<file path="src/pkg/pirq_consts.svh">
// Offsets, bit positions, masks and reset values of the flag block.
// Assumes byte addressing on a 32-bit Avalon-MM slave port.
`ifndef PIRQ_CONSTS_SVH
`define PIRQ_CONSTS_SVH

// ==========================================================
// Register byte offsets
`define PIRQ_OFS_ANALOG 5'h00
`define PIRQ_OFS_SERIAL 5'h04
`define PIRQ_OFS_TIMER 5'h08
`define PIRQ_OFS_CTRL 5'h0c
`define PIRQ_OFS_STATUS 5'h10

// ==========================================================
// Bit positions, analog_event_flags
`define PIRQ_ZC_BIT 6
`define PIRQ_CMPB_BIT 1
`define PIRQ_CMPA_BIT 0

// Bit positions, serial_event_flags
`define PIRQ_RX_BIT 5
`define PIRQ_TX_BIT 4
`define PIRQ_SPB_COL_BIT 3
`define PIRQ_SPB_DONE_BIT 2
`define PIRQ_SPA_COL_BIT 1
`define PIRQ_SPA_DONE_BIT 0

// Bit positions, control and status words
`define PIRQ_PERIPHERAL_IRQ_ENABLE_BIT 0
`define PIRQ_SHIFT_EMPTY_BIT 0
`define PIRQ_PENDING_BIT 1

// ==========================================================
// Implemented-bit masks and reset values
`define PIRQ_ANALOG_MASK 8'h43
`define PIRQ_SERIAL_MASK 8'h3f
`define PIRQ_TIMER_MASK 8'h3f
`define PIRQ_FLAGS_RESET 8'h00
`define PIRQ_CTRL_RESET 1'b0
`define PIRQ_WORD_ZERO 32'h0000_0000

// Number of hardware-set flag bits
`define PIRQ_NUM_HW_FLAGS 13

`endif

</file>
<file path="src/pkg/pirq_pkg.sv">
// Types shared by the flag block and its surroundings.
// Assumes the peripherals deliver events as one-cycle strobes.
package pirq_pkg;

  // Event strobes and qualifiers from the peripherals
  typedef struct packed {
    logic zc_rise;
    logic zc_fall;
    logic zc_rise_en;
    logic zc_fall_en;
    logic cmp_a;
    logic cmp_b;
    logic spa_done;
    logic spa_col;
    logic spb_done;
    logic spb_col;
    logic [2:0] t16_ovf;
    logic [2:0] t8_post_ovf;
    logic [2:0] t8_match;
    logic [2:0] t8_ratio_one;
  } pirq_events_t;

  // Buffer levels from the asynchronous serial port
  typedef struct packed {
    logic rx_nonempty;
    logic tx_space;
    logic tx_shift_empty;
  } pirq_serial_t;

  // Individual enables held by the enable registers elsewhere
  typedef struct packed {
    logic [7:0] analog;
    logic [7:0] serial;
    logic [7:0] timer;
  } pirq_enables_t;

  // Flag register contents as seen by the core
  typedef struct packed {
    logic [7:0] analog;
    logic [7:0] serial;
    logic [7:0] timer;
  } pirq_flags_t;

endpackage
</file>
<file path="src/core/pirq_flag_bit.sv">
// One sticky flag: set by hardware, written by software.
// Assumes set and write strobes are synchronous to clk_in.
`timescale 1ns/10ps
`default_nettype none

module pirq_flag_bit (
  // Clock and reset
  input wire logic clk_in,
  input wire logic rstn_in,
  // Set and software write
  input wire logic set_in,
  input wire logic wr_in,
  input wire logic wdata_in,
  // Flag value
  output logic flag_out
);

  logic flag_reg;
  logic flag_next;

  // Set wins over a clearing write in the same cycle
  assign flag_next = set_in | (wr_in ? wdata_in : flag_reg);

  // Flag storage, zero after any reset
  always_ff @(posedge clk_in or negedge rstn_in) begin
    if (!rstn_in) begin
      flag_reg <= 1'b0;
    end else begin
      flag_reg <= flag_next;
    end
  end

  assign flag_out = flag_reg;

  // ==========================================================
  // Checks
  set_beats_clear_a: assert property (@(posedge clk_in)
    disable iff (!rstn_in) set_in |=> flag_reg)
    else $error("flag lost a set event");

  no_self_clear_a: assert property (@(posedge clk_in)
    disable iff (!rstn_in) flag_reg && !wr_in |=> flag_reg)
    else $error("flag cleared without a write");

endmodule

`default_nettype wire

</file>
<file path="src/core/pirq_flags.sv">
// Peripheral interrupt request flag registers for analog, serial
// and timer events, with an Avalon-MM slave port and a request out.
// Assumes event strobes are one cycle wide and synchronous to clk_in.
//
// Function
// - Zero-cross flag bit 6 sets on enabled rising or falling event.
// - Comparator b sets bit 1, comparator a bit 0; both sticky.
// - Unimplemented bits of the three flag registers read zero.
// - Flags set regardless of individual or global enables.
// - Receive flag bit 5 is high while receive buffer holds data.
// - Writes never clear receive flag; only draining the buffer does.
// - Transmit flag bit 4 is high while transmit buffer has room.
// - Transmit flag shows space only; shift-empty is separate status.
// - Collision flags: bit 3 for sync port b, bit 1 for a.
// - Done flags: bit 2 for sync port b, bit 0 for a.
// - 8-bit timer flags set on postscaler overflow or 1:1 match.
// - 16-bit timer flags bits 4, 2, 0 set on overflow.
// - Hardware-set flags read zero after every reset; bits 5 and 4 follow buffer levels.
// - Hardware-set flags are read/write; hardware never clears them.
// - Interrupt request only while peripheral enable bit is set.
`timescale 1ns/10ps
`default_nettype none
`include "pirq_consts.svh"

module pirq_flags (
  // Clock and reset
  input wire logic clk_in,
  input wire logic rstn_in,
  // Avalon-MM slave
  input wire logic [4:0] avs_address_in,
  input wire logic avs_read_in,
  input wire logic avs_write_in,
  input wire logic [31:0] avs_writedata_in,
  input wire logic [3:0] avs_byteenable_in,
  output logic [31:0] avs_readdata_out,
  output logic avs_waitrequest_out,
  // Peripheral events and levels
  input wire pirq_pkg::pirq_events_t events_in,
  input wire pirq_pkg::pirq_serial_t serial_in,
  input wire pirq_pkg::pirq_enables_t enables_in,
  // Flag view and interrupt request
  output pirq_pkg::pirq_flags_t flags_out,
  output logic irq_request_out
);

  // ==========================================================
  // Bus handshake
  logic ack_reg;
  logic ack_next;
  logic [31:0] rdata_reg;
  logic [31:0] rdata_next;
  wire bus_req = avs_read_in | avs_write_in;
  wire rd_load = avs_read_in & ~ack_reg;
  wire wr_fire = avs_write_in & ack_reg & avs_byteenable_in[0];

  // One wait state on every access
  assign ack_next = bus_req & ~ack_reg;
  assign avs_waitrequest_out = bus_req & ~ack_reg;

  // Address decode
  wire [4:0] word_addr = {avs_address_in[4:2], 2'b00};
  wire sel_analog = (word_addr == `PIRQ_OFS_ANALOG);
  wire sel_serial = (word_addr == `PIRQ_OFS_SERIAL);
  wire sel_timer = (word_addr == `PIRQ_OFS_TIMER);
  wire sel_ctrl = (word_addr == `PIRQ_OFS_CTRL);
  wire sel_status = (word_addr == `PIRQ_OFS_STATUS);
  wire wr_analog = wr_fire & sel_analog;
  wire wr_serial = wr_fire & sel_serial;
  wire wr_timer = wr_fire & sel_timer;
  wire wr_ctrl = wr_fire & sel_ctrl;
  wire [7:0] wbyte = avs_writedata_in[7:0];

  // ==========================================================
  // Event qualification
  wire zc_event = (events_in.zc_rise & events_in.zc_rise_en) |
                  (events_in.zc_fall & events_in.zc_fall_en);
  // Postscaler overflow, or period match when the ratio is 1:1
  wire [2:0] t8_event = events_in.t8_post_ovf |
                        (events_in.t8_match &
                         events_in.t8_ratio_one);

  // Hardware set, write strobe and write data per sticky flag
  wire [`PIRQ_NUM_HW_FLAGS-1:0] set_vec;
  wire [`PIRQ_NUM_HW_FLAGS-1:0] wr_vec;
  wire [`PIRQ_NUM_HW_FLAGS-1:0] wd_vec;
  wire [`PIRQ_NUM_HW_FLAGS-1:0] flag_vec;

  // Sets ignore the individual and peripheral enables; only zero-cross uses its edge enables
  assign set_vec = {t8_event[2], events_in.t16_ovf[2],
                    t8_event[1], events_in.t16_ovf[1],
                    t8_event[0], events_in.t16_ovf[0],
                    events_in.spb_col, events_in.spb_done,
                    events_in.spa_col, events_in.spa_done,
                    zc_event, events_in.cmp_b,
                    events_in.cmp_a};
  assign wr_vec = {{6{wr_timer}}, {4{wr_serial}}, {3{wr_analog}}};
  assign wd_vec = {wbyte[5:0], wbyte[3:0], wbyte[`PIRQ_ZC_BIT],
                   wbyte[`PIRQ_CMPB_BIT], wbyte[`PIRQ_CMPA_BIT]};

  // Sticky flag storage, one cell per flag
  genvar gi;
  generate
    for (gi = 0; gi < `PIRQ_NUM_HW_FLAGS; gi++) begin : g_flag
      pirq_flag_bit u_bit (
        .clk_in(clk_in),
        .rstn_in(rstn_in),
        .set_in(set_vec[gi]),
        .wr_in(wr_vec[gi]),
        .wdata_in(wd_vec[gi]),
        .flag_out(flag_vec[gi])
      );
    end
  endgenerate

  // ==========================================================
  // Register views
  wire [7:0] analog_view;
  wire [7:0] serial_view;
  wire [7:0] timer_view;

  // Unimplemented positions tie to zero
  assign analog_view = {1'b0, flag_vec[2], 4'h0,
                        flag_vec[1], flag_vec[0]};
  // Buffer levels drive bits 5 and 4 directly, writes cannot touch them
  assign serial_view = {2'b00, serial_in.rx_nonempty,
                        serial_in.tx_space,
                        flag_vec[6:3]};
  assign timer_view = {2'b00, flag_vec[12:7]};
  assign flags_out = {analog_view, serial_view, timer_view};

  // ==========================================================
  // Control and status
  logic peripheral_irq_enable_reg;
  logic peripheral_irq_enable_next;
  logic irq_reg;
  logic irq_next;
  wire any_enabled;
  wire [31:0] ctrl_word;
  wire [31:0] status_word;

  assign peripheral_irq_enable_next = wr_ctrl ? wbyte[`PIRQ_PERIPHERAL_IRQ_ENABLE_BIT] : peripheral_irq_enable_reg;
  // Enabled flags in any of the three registers
  assign any_enabled = |(analog_view & enables_in.analog) |
                       |(serial_view & enables_in.serial) |
                       |(timer_view & enables_in.timer);
  // Request is gated by the peripheral enable
  assign irq_next = any_enabled & peripheral_irq_enable_reg;
  assign ctrl_word = {31'h0000_0000, peripheral_irq_enable_reg};
  // Shift-empty is a separate status bit from the transmit flag
  assign status_word = {30'h0000_0000, any_enabled,
                        serial_in.tx_shift_empty};

  // Read multiplexer, unmapped words read zero
  assign rdata_next = sel_analog ? {24'h00_0000, analog_view} :
                      sel_serial ? {24'h00_0000, serial_view} :
                      sel_timer ? {24'h00_0000, timer_view} :
                      sel_ctrl ? ctrl_word :
                      sel_status ? status_word : `PIRQ_WORD_ZERO;

  // Handshake state
  always_ff @(posedge clk_in or negedge rstn_in) begin
    if (!rstn_in) begin
      ack_reg <= 1'b0;
    end else begin
      ack_reg <= ack_next;
    end
  end

  // Read data capture on the first cycle of a read
  always_ff @(posedge clk_in or negedge rstn_in) begin
    if (!rstn_in) begin
      rdata_reg <= `PIRQ_WORD_ZERO;
    end else if (rd_load) begin
      rdata_reg <= rdata_next;
    end
  end

  // Peripheral enable and registered request
  always_ff @(posedge clk_in or negedge rstn_in) begin
    if (!rstn_in) begin
      peripheral_irq_enable_reg <= `PIRQ_CTRL_RESET;
      irq_reg <= 1'b0;
    end else begin
      peripheral_irq_enable_reg <= peripheral_irq_enable_next;
      irq_reg <= irq_next;
    end
  end

  assign avs_readdata_out = rdata_reg;
  assign irq_request_out = irq_reg;

  // ==========================================================
  // Checks
  zero_cross_set_a: assert property (@(posedge clk_in)
    disable iff (!rstn_in)
    events_in.zc_rise && events_in.zc_rise_en
    |=> flags_out.analog[`PIRQ_ZC_BIT])
    else $error("zero-cross event did not set flag");

  zero_cross_quiet_a: assert property (@(posedge clk_in)
    disable iff (!rstn_in)
    !flags_out.analog[`PIRQ_ZC_BIT] && !zc_event && !wr_analog
    |=> !flags_out.analog[`PIRQ_ZC_BIT])
    else $error("zero-cross flag rose without event");

  comparator_set_a: assert property (@(posedge clk_in)
    disable iff (!rstn_in)
    events_in.cmp_b |=> flags_out.analog[`PIRQ_CMPB_BIT] ##0
    (flags_out.analog[`PIRQ_CMPB_BIT] || wr_analog))
    else $error("comparator b flag not set");

  reserved_zero_a: assert property (@(posedge clk_in)
    disable iff (!rstn_in)
    avs_read_in && !avs_waitrequest_out && $past(sel_analog)
    |-> (avs_readdata_out[7:0] & ~`PIRQ_ANALOG_MASK) == 8'h00)
    else $error("reserved analog bits read nonzero");

  timer_reserved_a: assert property (@(posedge clk_in)
    disable iff (!rstn_in)
    avs_read_in && !avs_waitrequest_out && $past(sel_timer || sel_serial)
    |-> avs_readdata_out[7:6] == 2'b00)
    else $error("reserved timer or serial bits set");

  rx_follows_a: assert property (@(posedge clk_in)
    disable iff (!rstn_in)
    avs_read_in && !avs_waitrequest_out && $past(sel_serial)
    |-> avs_readdata_out[`PIRQ_RX_BIT] == $past(serial_in.rx_nonempty))
    else $error("receive flag does not follow buffer");

  tx_follows_a: assert property (@(posedge clk_in)
    disable iff (!rstn_in)
    avs_read_in && !avs_waitrequest_out && $past(sel_serial)
    |-> avs_readdata_out[`PIRQ_TX_BIT] == $past(serial_in.tx_space))
    else $error("transmit flag does not follow buffer");

  sync_col_set_a: assert property (@(posedge clk_in)
    disable iff (!rstn_in)
    events_in.spa_col ##1 !wr_serial [*2]
    |=> flags_out.serial[`PIRQ_SPA_COL_BIT])
    else $error("collision flag not held");

  sync_done_set_a: assert property (@(posedge clk_in)
    disable iff (!rstn_in)
    events_in.spb_done |=> flags_out.serial[`PIRQ_SPB_DONE_BIT])
    else $error("sync port b done flag not set");

  timer8_match_a: assert property (@(posedge clk_in)
    disable iff (!rstn_in)
    events_in.t8_match[1] && events_in.t8_ratio_one[1]
    |=> flags_out.timer[3])
    else $error("timer b8 match at 1:1 did not set flag");

  timer8_nomatch_a: assert property (@(posedge clk_in)
    disable iff (!rstn_in)
    !flags_out.timer[1] && !t8_event[0] && !wr_timer
    |=> !flags_out.timer[1])
    else $error("timer a8 flag rose without event");

  timer16_ovf_a: assert property (@(posedge clk_in)
    disable iff (!rstn_in)
    events_in.t16_ovf[2] |=> flags_out.timer[4])
    else $error("timer c16 overflow did not set flag");

  timer_no_selfclear_a: assert property (@(posedge clk_in)
    disable iff (!rstn_in)
    $fell(flags_out.timer[0]) |-> $past(wr_timer))
    else $error("timer flag cleared by hardware");

  reset_zero_a: assert property (@(posedge clk_in)
    disable iff (!rstn_in)
    $rose(rstn_in) |-> flag_vec == '0 && !irq_request_out)
    else $error("flags not zero after reset");

  irq_gate_a: assert property (@(posedge clk_in)
    disable iff (!rstn_in)
    !peripheral_irq_enable_reg |=> !irq_request_out)
    else $error("request raised with peripheral enable off");

  irq_raise_a: assert property (@(posedge clk_in)
    disable iff (!rstn_in)
    peripheral_irq_enable_reg && any_enabled |=> irq_request_out)
    else $error("request missing for enabled flag");

  one_wait_a: assert property (@(posedge clk_in)
    disable iff (!rstn_in)
    bus_req && avs_waitrequest_out |=> !avs_waitrequest_out)
    else $error("access not answered after one wait state");

endmodule

`default_nettype wire

</file>
<file path="config.mk">
export PLATFORM = sky130hd
export DESIGN_NAME = pirq_flags
export DESIGN_NICKNAME = d
export VERILOG_FILES = /design/src/pkg/pirq_pkg.sv /design/src/core/pirq_flag_bit.sv /design/src/core/pirq_flags.sv
export VERILOG_INCLUDE_DIRS = /design/src /design/src/pkg
export SDC_FILE = /design/constraint.sdc
export NUM_CORES = 1
export LEC_CHECK = 0
export ABC_CLOCK_PERIOD_IN_PS = 1900
export BUFFER_PORTS_ARGS = -buffer_cell sky130_fd_sc_hd__buf_2
export CAP_MARGIN = 20
export CORE_UTILIZATION = 36
export DETAILED_ROUTE_END_ITERATION = 10
export PLACE_DENSITY = 0.8
export SYNTH_ARGS = -nofsm -noshare
export SYNTH_HDL_FRONTEND = slang
export SYNTH_SLANG_ARGS = --single-unit
</file>
<file path="constraint.sdc">
create_clock -name clk_in -period 1.9 [get_ports clk_in]
set_input_delay 0.38 -clock clk_in [delete_from_list [all_inputs] [get_ports clk_in]]
set_output_delay 0.38 -clock clk_in [all_outputs]
set_load 0.02 [all_outputs]
</file>
* Yosys cells after proc, flatten, opt, wreduce, memory -nomap -nowiden
Cells that the tools add are included.
** Operators by class
- Reductions and logical operators :: 4
- Bitwise operators :: 34
- Equal/unequal tests :: 4
- Multiplexer cells :: 18
** Operators with widths (number)
- 8-bit OR reduction :: 3
- 1-bit bitwise OR :: 17
- 6-bit by 8-bit bitwise AND with 8-bit output :: 2
- 1-bit two-way mux :: 13
- 6-bit two-way mux :: 2
- 1-bit bitwise AND :: 11
- 7-bit by 8-bit bitwise AND with 8-bit output :: 1
- 7-bit two-way mux :: 1
- 3-bit by 2-bit equality test with 1-bit output, second input constant :: 2
- 5-bit logical NOT :: 1
- 2-bit two-way mux :: 2
- 3-bit bitwise AND :: 1
- 3-bit by 1-bit equality test with 1-bit output, second input constant :: 1
- 3-bit equality test, second input constant :: 1
- 3-bit bitwise OR :: 1
- 1-bit inverter :: 1
** Word-level totals
- Bits in registers :: 48
- Input port bits :: 94
- Word-level logic and storage cells :: 77

* Depth between registers and ports, before layout
Gate-level depths: netlist of the first run.
- Word-level depth :: 9
- Depth in mapped cells :: 6
- Mapped depth without buffers :: 4

* By module
A second synthesis of the first run with hierarchy kept.
** Second synthesis, totals
- Cell total of the unflattened synthesis :: 140
- Area, all modules :: 1430.1 um^2
** By module, submodules not included
- pirq_flags :: area an instance 909.6 um^2, cells an instance 101, times used 1
- pirq_flag_bit :: area an instance 40.0 um^2, cells an instance 3, times used 13

* Worst setup path before layout of the first run
No wires, ideal clock.
- Kind :: in2reg
- From :: input avs_address_in[4]
- To :: register g_flag[11].u_bit.flag_reg
- Data arrival time :: 1262 ps
- Library setup time :: 124 ps
- Stages on the path :: 6
- Setup slack :: 514 ps
- Cells stage by stage :: and4b_1 -> buf_6 -> and2_4 -> buf_8 -> nor2b_2 -> a211o_1
** Between the ends
- Cells in the longest elaborated chain, start to end :: 4
** Ends and longest elaborated chain
- from (decl) :: RTL line pirq_flags.sv:30 : input wire logic [4:0] avs_address_in,
- 3-bit by 2-bit equality test with 1-bit output (no line)
- 1-bit bitwise AND :: RTL line pirq_flags.sv:69 : wire wr_timer = wr_fire & sel_timer;
- 1-bit two-way mux :: RTL line pirq_flag_bit.sv:22 : assign flag_next = set_in | (wr_in ? wdata_in : flag_reg);
- 1-bit bitwise OR :: RTL line pirq_flag_bit.sv:22
- via g_flag[11].u_bit.flag_next :: RTL line pirq_flag_bit.sv:19 : logic flag_next;
- to (signal assigned) :: RTL line pirq_flag_bit.sv:29 : flag_reg <= flag_next;
- to (decl) :: RTL line pirq_flag_bit.sv:18 : logic flag_reg;
The timed path passes the listed nets, and every way through them passes these cells.
A chain may end at the register's enable or synchronous reset.

* Final worst setup path of the first run
- From :: register ack_reg
- To :: register g_flag[7].u_bit.flag_reg
** Between the ends
- Cells in the longest elaborated chain, start to end :: 5
** Ends and longest elaborated chain
- from (decl) :: RTL line pirq_flags.sv:48 : logic ack_reg;
- from (signal assigned) :: RTL line pirq_flags.sv:165 : ack_reg <= ack_next;
- 1-bit bitwise AND (2 in a row) :: RTL line pirq_flags.sv:54 : wire wr_fire = avs_write_in & ack_reg & avs_byteenable_in[0];
- 1-bit bitwise AND :: RTL line pirq_flags.sv:69
- 1-bit two-way mux :: RTL line pirq_flag_bit.sv:22
- 1-bit bitwise OR :: RTL line pirq_flag_bit.sv:22
- via g_flag[7].u_bit.flag_next :: RTL line pirq_flag_bit.sv:19
- to (signal assigned) :: RTL line pirq_flag_bit.sv:29
- to (decl) :: RTL line pirq_flag_bit.sv:18
The timed path passes the listed nets, and every way through them passes these cells.

==> results of run 1 <==
==> report_power, final <==
part	leakage, nW	total [mW]	switching, mW	internal (mW)
Combinational	0.613	0.296	0.185	0.111
Sequential	0.243	0.546	0.0214	0.525
Clock	0.0255	0.298	0.152	0.146
Total	0.881	1.14	0.358	0.782
==> final cells by class <==
type | count | area, µm²
Tap cell | 50 | 62.6
Timing Repair Buffer | 80 | 405
Sequential cell | 23 | 576
Clock buffer | 3 | 41.3
Fill cell | 436 | 2280
Clock inverter | 1 | 5.00
Multi-Input combinational cell | 113 | 686
==> kinds of logic after synthesis <==
logic type | count (synthesis)
AO/OA/AOI/OAI | 31
buffers and inverters | 53
flip-flops | 23
multiplexers | 6
other | 1
AND/OR/NAND/NOR | 42
==> through the flow <==
step           std cells  hold slack, ps
3_3_place_gp         266             383
5_1_grt              270             127
4_1_cts              270             101
2_1_floorplan        189            84.4
3_5_place_dp         266             390
6_report             270            86.0
==> Yosys cell counts (2+ instances only) <==
library cell and count:
nor2_1 6, buf_4 49, a211o_1 7, nand2b_1 2, a22o_1 8, dfrtp_1 23, nor2b_2 3, buf_6 2
a21oi_1 4, nand3b_1 2, and2_4 2, nor2b_1 6, nand3_1 7, nand2_1 9, mux2i_1 4, a22oi_1 8
==> per-layer routing <==
layer | track usage | wire (µm) | up-vias
met4 | 0.0691 | 46 | 0
met2 | 0.296 | 1850 | 55
met5 | 0 | 0 | -
met1 | 0.182 | 1340 | 573
li1 | - | - | 598
met3 | 0.0338 | 267 | 4
==> worst max path at each step <==
stage / from / to / cells after the start
after floorplan: avs_address_in[4] / g_flag[11].u_bit.flag_out / 6
after global placement: avs_address_in[4] / g_flag[11].u_bit.flag_out / 5
after detailed placement: avs_address_in[4] / g_flag[11].u_bit.flag_out / 5
after CTS: ack_reg / g_flag[7].u_bit.flag_out / 4
after global routing: ack_reg / g_flag[7].u_bit.flag_out / 4
final: ack_reg / g_flag[7].u_bit.flag_out / 4
==> worst reg2reg max path, cell delays in order (launching register included) <==
cell	delay [ps]
dfrtp_1	380
and4b_1	310
and2_4	280
nor2b_2	60
a211o_1	260
==> flow_metrics.py, run 1 <==
metrics = {
    "setup_path": {
        "worstSetupPathType": "reg -> reg",
        "path_buf_inv": 0,
        "cp-end-kind": "flop",
        "rr_worst_depth": 4,
        "rr_startpoint": "ack_reg",
        "cp_cell_sequence": "and4b_1 > and2_4 > nor2b_2 > a211o_1",
        "r2r_setup_slack_ps": 510,
        "cp-start-kind": "flop",
        "worstPathRequired_ps": 2050,
        "slowest_delay_ps": 380,
        "crit_family": "simple AND/OR/NAND/NOR gates",
        "crit_slowest_cell": "dfrtp_1",
        "worst_ep_arrival_time_ps": 1540,
        "crit_fanout": 9,
        "worst_r2r_endpoint": "g_flag[7].u_bit.flag_out",
    },
    "finish": {
        "final_cell_mix": "78 x buf_2, 34 x conb_1, 23 x dfrtp_1",
        "fin_util": 0.438,
        "drive_gt1_frac": 0.418,
        "layout_commonest_cell": "buf_2",
        "final_nets": 315,
        "fin_area_mm2": 0.00178,
        "antenna_cells": 0,
        "area_growth_pct": 14.8,
        "largest_reg_flops": 13,
    },
    "sta": {
        "tns_ps": 0,
        "hold_viol": 0,
        "maxSlewViolCount": 0,
        "maxSlewHeadroom": 0.649,
        "max_freq_mhz": 719,
        "rsz0062_at_grt": "false",
        "period_minus_slack_ps": 1390,
        "worstMarginPinSlew_ps": 527,
        "setup_viol": 0,
        "fin_skew_ps": 4.38,
        "finalCritPeriodShare": 0.732,
        "worst_slack_ps": 509,
    },
    "power_and_ir_drop": {
        "power_mw": 1.14,
        "irDropWorstVdd_uv": 249,
        "p_leak_nw": 0.881,
        "power_density_mw_per_mm2": 642,
    },
    "place": {
        "gp_congestion": 0.771,
        "placed_area_mm2": 0.00173,
        "portBuffers": 78,
        "post-place-ws_ps": 339,
        "hpwl_mm": 2.90,
    },
    "die": {
        "die_h_um": 67.5,
        "start_util": 0.381,
        "rows": 23,
        "ioPinCount": 152,
        "die_area_mm2": 0.00456,
        "core_mm2": 0.00406,
        "fp.dieW_um": 67.5,
    },
    "synthesis": {
        "synth_top_area_frac": 0.372,
        "seq_area_frac_synth": 0.372,
        "synthAdderAreaFrac": 0,
        "syn_avg_cell_area_um2": 9.91,
        "synth_cell_types": 30,
        "synthMuxAreaShare": 0.0477,
        "synth_warnings": 0,
        "yosys.area_share.simple": 0.157,
        "synth_compound_area_frac": 0.156,
        "synth_top_area_cell": "dfrtp_1",
        "ys_seq_elements": 23,
        "synth_top_family_by_area": "buffers and inverters",
        "synth_area_leaders": "dfrtp_1 37%, buf_4 24%, a22o_1 4.5%",
        "synth_xor_xnor_area_share": 0,
        "synth_area_mm2": 0.00155,
        "async_reset_ff_frac": 1.00,
        "synth_ff_type": "dfrtp_1",
        "synthCells": 156,
        "synth_edf_count": 0,
    },
    "drt": {
        "wirelength_mm": 3.51,
        "initialDrtViolationCount": 50,
        "num_vias": 1230,
        "drcViolationCount": 0,
        "wire_per_inst_um": 13.0,
        "dr.pass1.iters": 4,
        "postRouteAntennaNets": 0,
        "avgViaCountPerCell": 4.56,
    },
    "clock_network": {
        "cts_root_buf": "clkbuf_8",
        "numCtsBuffers": 3,
        "clkTransAtPathRegs_ps": 80,
        "postCtsSetupBuffers": 0,
        "clockBufferDepth": 2,
        "clock_sinks": 23,
        "clk_latency_ps": 260,
        "hold_buffers": 0,
        "cts-resized-gates": 0,
        "cts_tree": "built",
        "htreeDepth": 1,
    },
    "global_routing": {
        "antenna_found_initial": 0,
        "grt_pass1_vias": 1173,
        "grt.overflow.total": 0,
        "grt_pass1_wl_mm": 5.40,
        "grt_max_degree": 24,
        "grtUsageTotal": 0.163,
    },
    "outcome": {
        "status": "completed",
    },
    "worst_hold_path": {
        "min_path_type": "in -> async",
    },
    "job": {
        "drv_cap": 0,
    },
}
No activity file was read; power rests on OpenSTA's default activity.
==> inputs of run 2 (changes only) <==
--- a/config.mk
+++ b/config.mk
@@ -6,12 +6,13 @@
 export SDC_FILE = /design/constraint.sdc
 export NUM_CORES = 1
 export LEC_CHECK = 0
-export ABC_CLOCK_PERIOD_IN_PS = 1900
+export ABC_AREA = 1
+export ABC_CLOCK_PERIOD_IN_PS = 1120
 export BUFFER_PORTS_ARGS = -buffer_cell sky130_fd_sc_hd__buf_2
 export CAP_MARGIN = 20
-export CORE_UTILIZATION = 36
+export CORE_UTILIZATION = 33
 export DETAILED_ROUTE_END_ITERATION = 10
-export PLACE_DENSITY = 0.8
+export PLACE_DENSITY = 0.76
 export SYNTH_ARGS = -nofsm -noshare
 export SYNTH_HDL_FRONTEND = slang
 export SYNTH_SLANG_ARGS = --single-unit
==> constraint.sdc (replaced) <==
create_clock -name clk_in -period 1.12 [get_ports clk_in]
set_input_delay 0.224 -clock clk_in [delete_from_list [all_inputs] [get_ports clk_in]]
set_output_delay 0.224 -clock clk_in [all_outputs]
set_load 0.02 [all_outputs]
==> run 2 against run 1 <==
- the run now ends with negative setup slack left
- die area grew 13%
- global-route usage is 2.0 points higher
- count of clock-buffer cells in the layout is the same
- non-clock buffer count rose by 37
- setup slack worse by 620 ps
- final cell count up 37%
- routed wire length up 26%
- register-to-register slack got worse by 560 ps
- first-iteration DRC count rose by 26%
- sequential share of layout area fell by 8.2 points
- critical path type is now reg -> out
- highest routed layer unchanged
==> flow_metrics.py, run 2 <==
metrics = {
    "outcome": {
        "status": "complete, but fails checks",
        "violations": "negative setup slack",
    },
    "setup_path": {
        "cp-end-kind": "primary output",
        "rr_worst_depth": 8,
        "crit_family": "flip-flops",
        "slowest_delay_ps": 390,
        "crit_path_frequent_cell": "buf_6",
        "path_buf_inv": 3,
        "cp_cell_sequence": "buf_4 > buf_6 > buf_6",
        "cp.depth": 3,
        "crit_slowest_cell": "dfrtp_1",
        "cp-start-kind": "flop",
        "worstPathRequired_ps": 900,
        "worst_ep_arrival_time_ps": 1010,
        "worstSetupPathType": "reg -> out",
        "crit_fanout": 2,
    },
    "finish": {
        "antenna_cells": 0,
        "fillerInstances": 464,
        "drive_gt1_frac": 0.483,
        "final_nets": 410,
        "largest_reg_flops": 13,
        "final_cells": 369,
        "final_cell_mix": "64 x buf_2, 59 x nand2_1, 34 x conb_1",
        "layout_commonest_cell": "buf_2",
        "area_growth_pct": 48.1,
    },
    "synthesis": {
        "synth_edf_count": 0,
        "synth_area_leaders": "dfrtp_1 36%, buf_4 23%, nand2_1 15%",
        "synth_top_area_frac": 0.358,
        "synth_top_area_cell": "dfrtp_1",
        "ys_seq_elements": 23,
        "async_reset_ff_frac": 1.00,
        "synth_area_mm2": 0.00161,
        "synth_common_cells": "63 x nand2_1, 49 x buf_4, 23 x dfrtp_1, 14 x inv_1, 11 x nor2_1",
        "synth_warnings": 0,
        "synthCells": 210,
        "synth_ff_type": "dfrtp_1",
        "synth_cell_types": 22,
        "post-synth-top-count-cell": "nand2_1",
        "syn_avg_cell_area_um2": 7.66,
        "seq_area_frac_synth": 0.358,
    },
    "clock_network": {
        "htreeDepth": 1,
        "numCtsBuffers": 3,
        "cts_tree": "built",
        "cts_root_buf": "clkbuf_8",
        "clockBufferDepth": 2,
        "clk_latency_ps": 270,
        "clock_sinks": 23,
        "clkTransAtPathRegs_ps": 80,
    },
    "drt": {
        "met2RoutedLength_mm": 2.24,
        "avgViaCountPerCell": 4.42,
        "dr.pass1.iters": 4,
        "top_layer": "met4",
        "postRouteAntennaNets": 0,
        "wirelength_mm": 4.42,
        "initialDrtViolationCount": 63,
        "drcViolationCount": 0,
        "wl_met1_mm": 1.72,
        "num_vias": 1631,
        "wl_met3_um": 328,
        "wire_per_inst_um": 12.0,
    },
    "global_routing": {
        "antenna_found_initial": 0,
        "grt_pass1_wl_mm": 7.20,
        "grt_pass1_vias": 1643,
        "grt.overflow.total": 0,
        "grt_max_degree": 24,
        "grtUsageTotal": 0.183,
    },
    "die": {
        "core_mm2": 0.00469,
        "fp.dieW_um": 71.8,
        "ioPinCount": 152,
        "rows": 25,
        "die_h_um": 71.8,
        "start_util": 0.343,
        "die_area_mm2": 0.00516,
    },
    "sta": {
        "period_minus_slack_ps": 1230,
        "worst_slack_ps": -113,
        "setup_viol": 19,
        "finalCritPeriodShare": 1.10,
        "hold_viol": 0,
        "maxSlewHeadroom": 0.645,
        "rsz0062_at_grt": "true",
        "fin_skew_ps": 1.93,
        "max_freq_mhz": 811,
        "worstMarginPinSlew_ps": 532,
        "maxSlewViolCount": 0,
    },
    "place": {
        "portBuffers": 78,
        "dp_cells": 354,
        "hpwl_mm": 3.45,
        "post-place-ws_ps": -120,
        "gp_congestion": 0.874,
    },
    "worst_hold_path": {
        "min_path_type": "in -> reg",
        "holdPathStages": 3,
    },
    "power_and_ir_drop": {
        "p_leak_nw": 1.27,
        "power_density_mw_per_mm2": 888,
        "irDropWorstVdd_uv": 382,
    },
    "job": {
        "drv_cap": 0,
    },
}
run 2: cell types whose count changed after synthesis, sizes merged, moves of 6 or more:
cell,change
a211o,-7
a21oi,+9
a22o,-6
a22oi,-6
inv,+19
nand2,+54
nor2,+7
nor2b,-9
o21ai,+11
run 2: area by class of cell:
type / instances / area [µm²] / share of cell area
Timing Repair Buffer: 117 / 830 / 0.348
Sequential cell: 23 / 577 / 0.242
Multi-Input combinational cell: 152 / 785 / 0.329
Clock inverter: 1 / 5.00 / 0.00210
Inverter: 19 / 76.3 / 0.0321
Clock buffer: 3 / 41.3 / 0.0173
Tap cell: 54 / 67.6 / 0.0284
run 2: worst register-to-register path: cells and delay by family (launching register included):
family             cells  cell delay [ps]
AOI/OAI and AO/OA      1              140
DFF                    1              410
and+or+nand+nor        7              510
run 2: per-stage QoR:
stage               power (mW)  instance area, µm²  utilization  hold WS [ps]  setup TNS (ps)
global placement          1.53                2040        0.434           228            -237
CTS                       2.11                2320        0.494           131            -412
global route              2.24                2380        0.507           134           -1750
finish                    2.11                2380        0.507           139            -479
detailed placement        1.55                2040        0.434           235            -724
floorplan                 1.38                1740            -         -71.6               0
run 2: path summary, 6_finish.rpt:
path                                                start                       end  slack [ps]
worst max-delay path            g_flag[11].u_bit.flag_out              flags_out[4]        -110
worst min-delay path                        events_in[12]  g_flag[6].u_bit.flag_out         140
worst max register to register  g_flag[12].u_bit.flag_out       avs_readdata_out[1]         -50
worst min register to register        avs_readdata_out[2]       avs_readdata_out[2]         490
max in group asynchronous                         rstn_in                   ack_reg         260
min in group asynchronous                         rstn_in       avs_readdata_out[3]         470
run 2: where the power goes:
group	internal (mW)	switching (mW)	leakage [nW]	total, mW
Combinational	0.236	0.412	1.01	0.648
Clock	0.249	0.281	0.0255	0.530
Sequential	0.898	0.0382	0.238	0.936
Total	1.38	0.731	1.27	2.11
run 2: logic make-up (layout without fill, tap and decap cells):
| family | count (synthesis) | in the layout | share of synthesized area |
|---|---|---|---|
| AO/OA/AOI/OAI | 32 | 32 | 0.119 |
| flip-flops | 23 | 23 | 0.358 |
| AND/OR/NAND/NOR | 86 | 86 | 0.246 |
| other | 1 | 34 | 0.00233 |
| buffers and inverters | 68 | 140 | 0.275 |
run 2: metal layers:
layer | global-route usage | vias up
li1 | - | 793
met1 | 0.207 | 754
met2 | 0.325 | 69
met3 | 0.0534 | 15
met4 | 0.0697 | 0
met5 | 0 | -
run 2: repair_timing:
item	in CTS	in global routing
hold buffers	1	0
setup endpoints to repair	19	35
gates resized for setup	49	19
pin swaps	6	13
hold endpoints to repair	23	0
buffers inserted	9	3
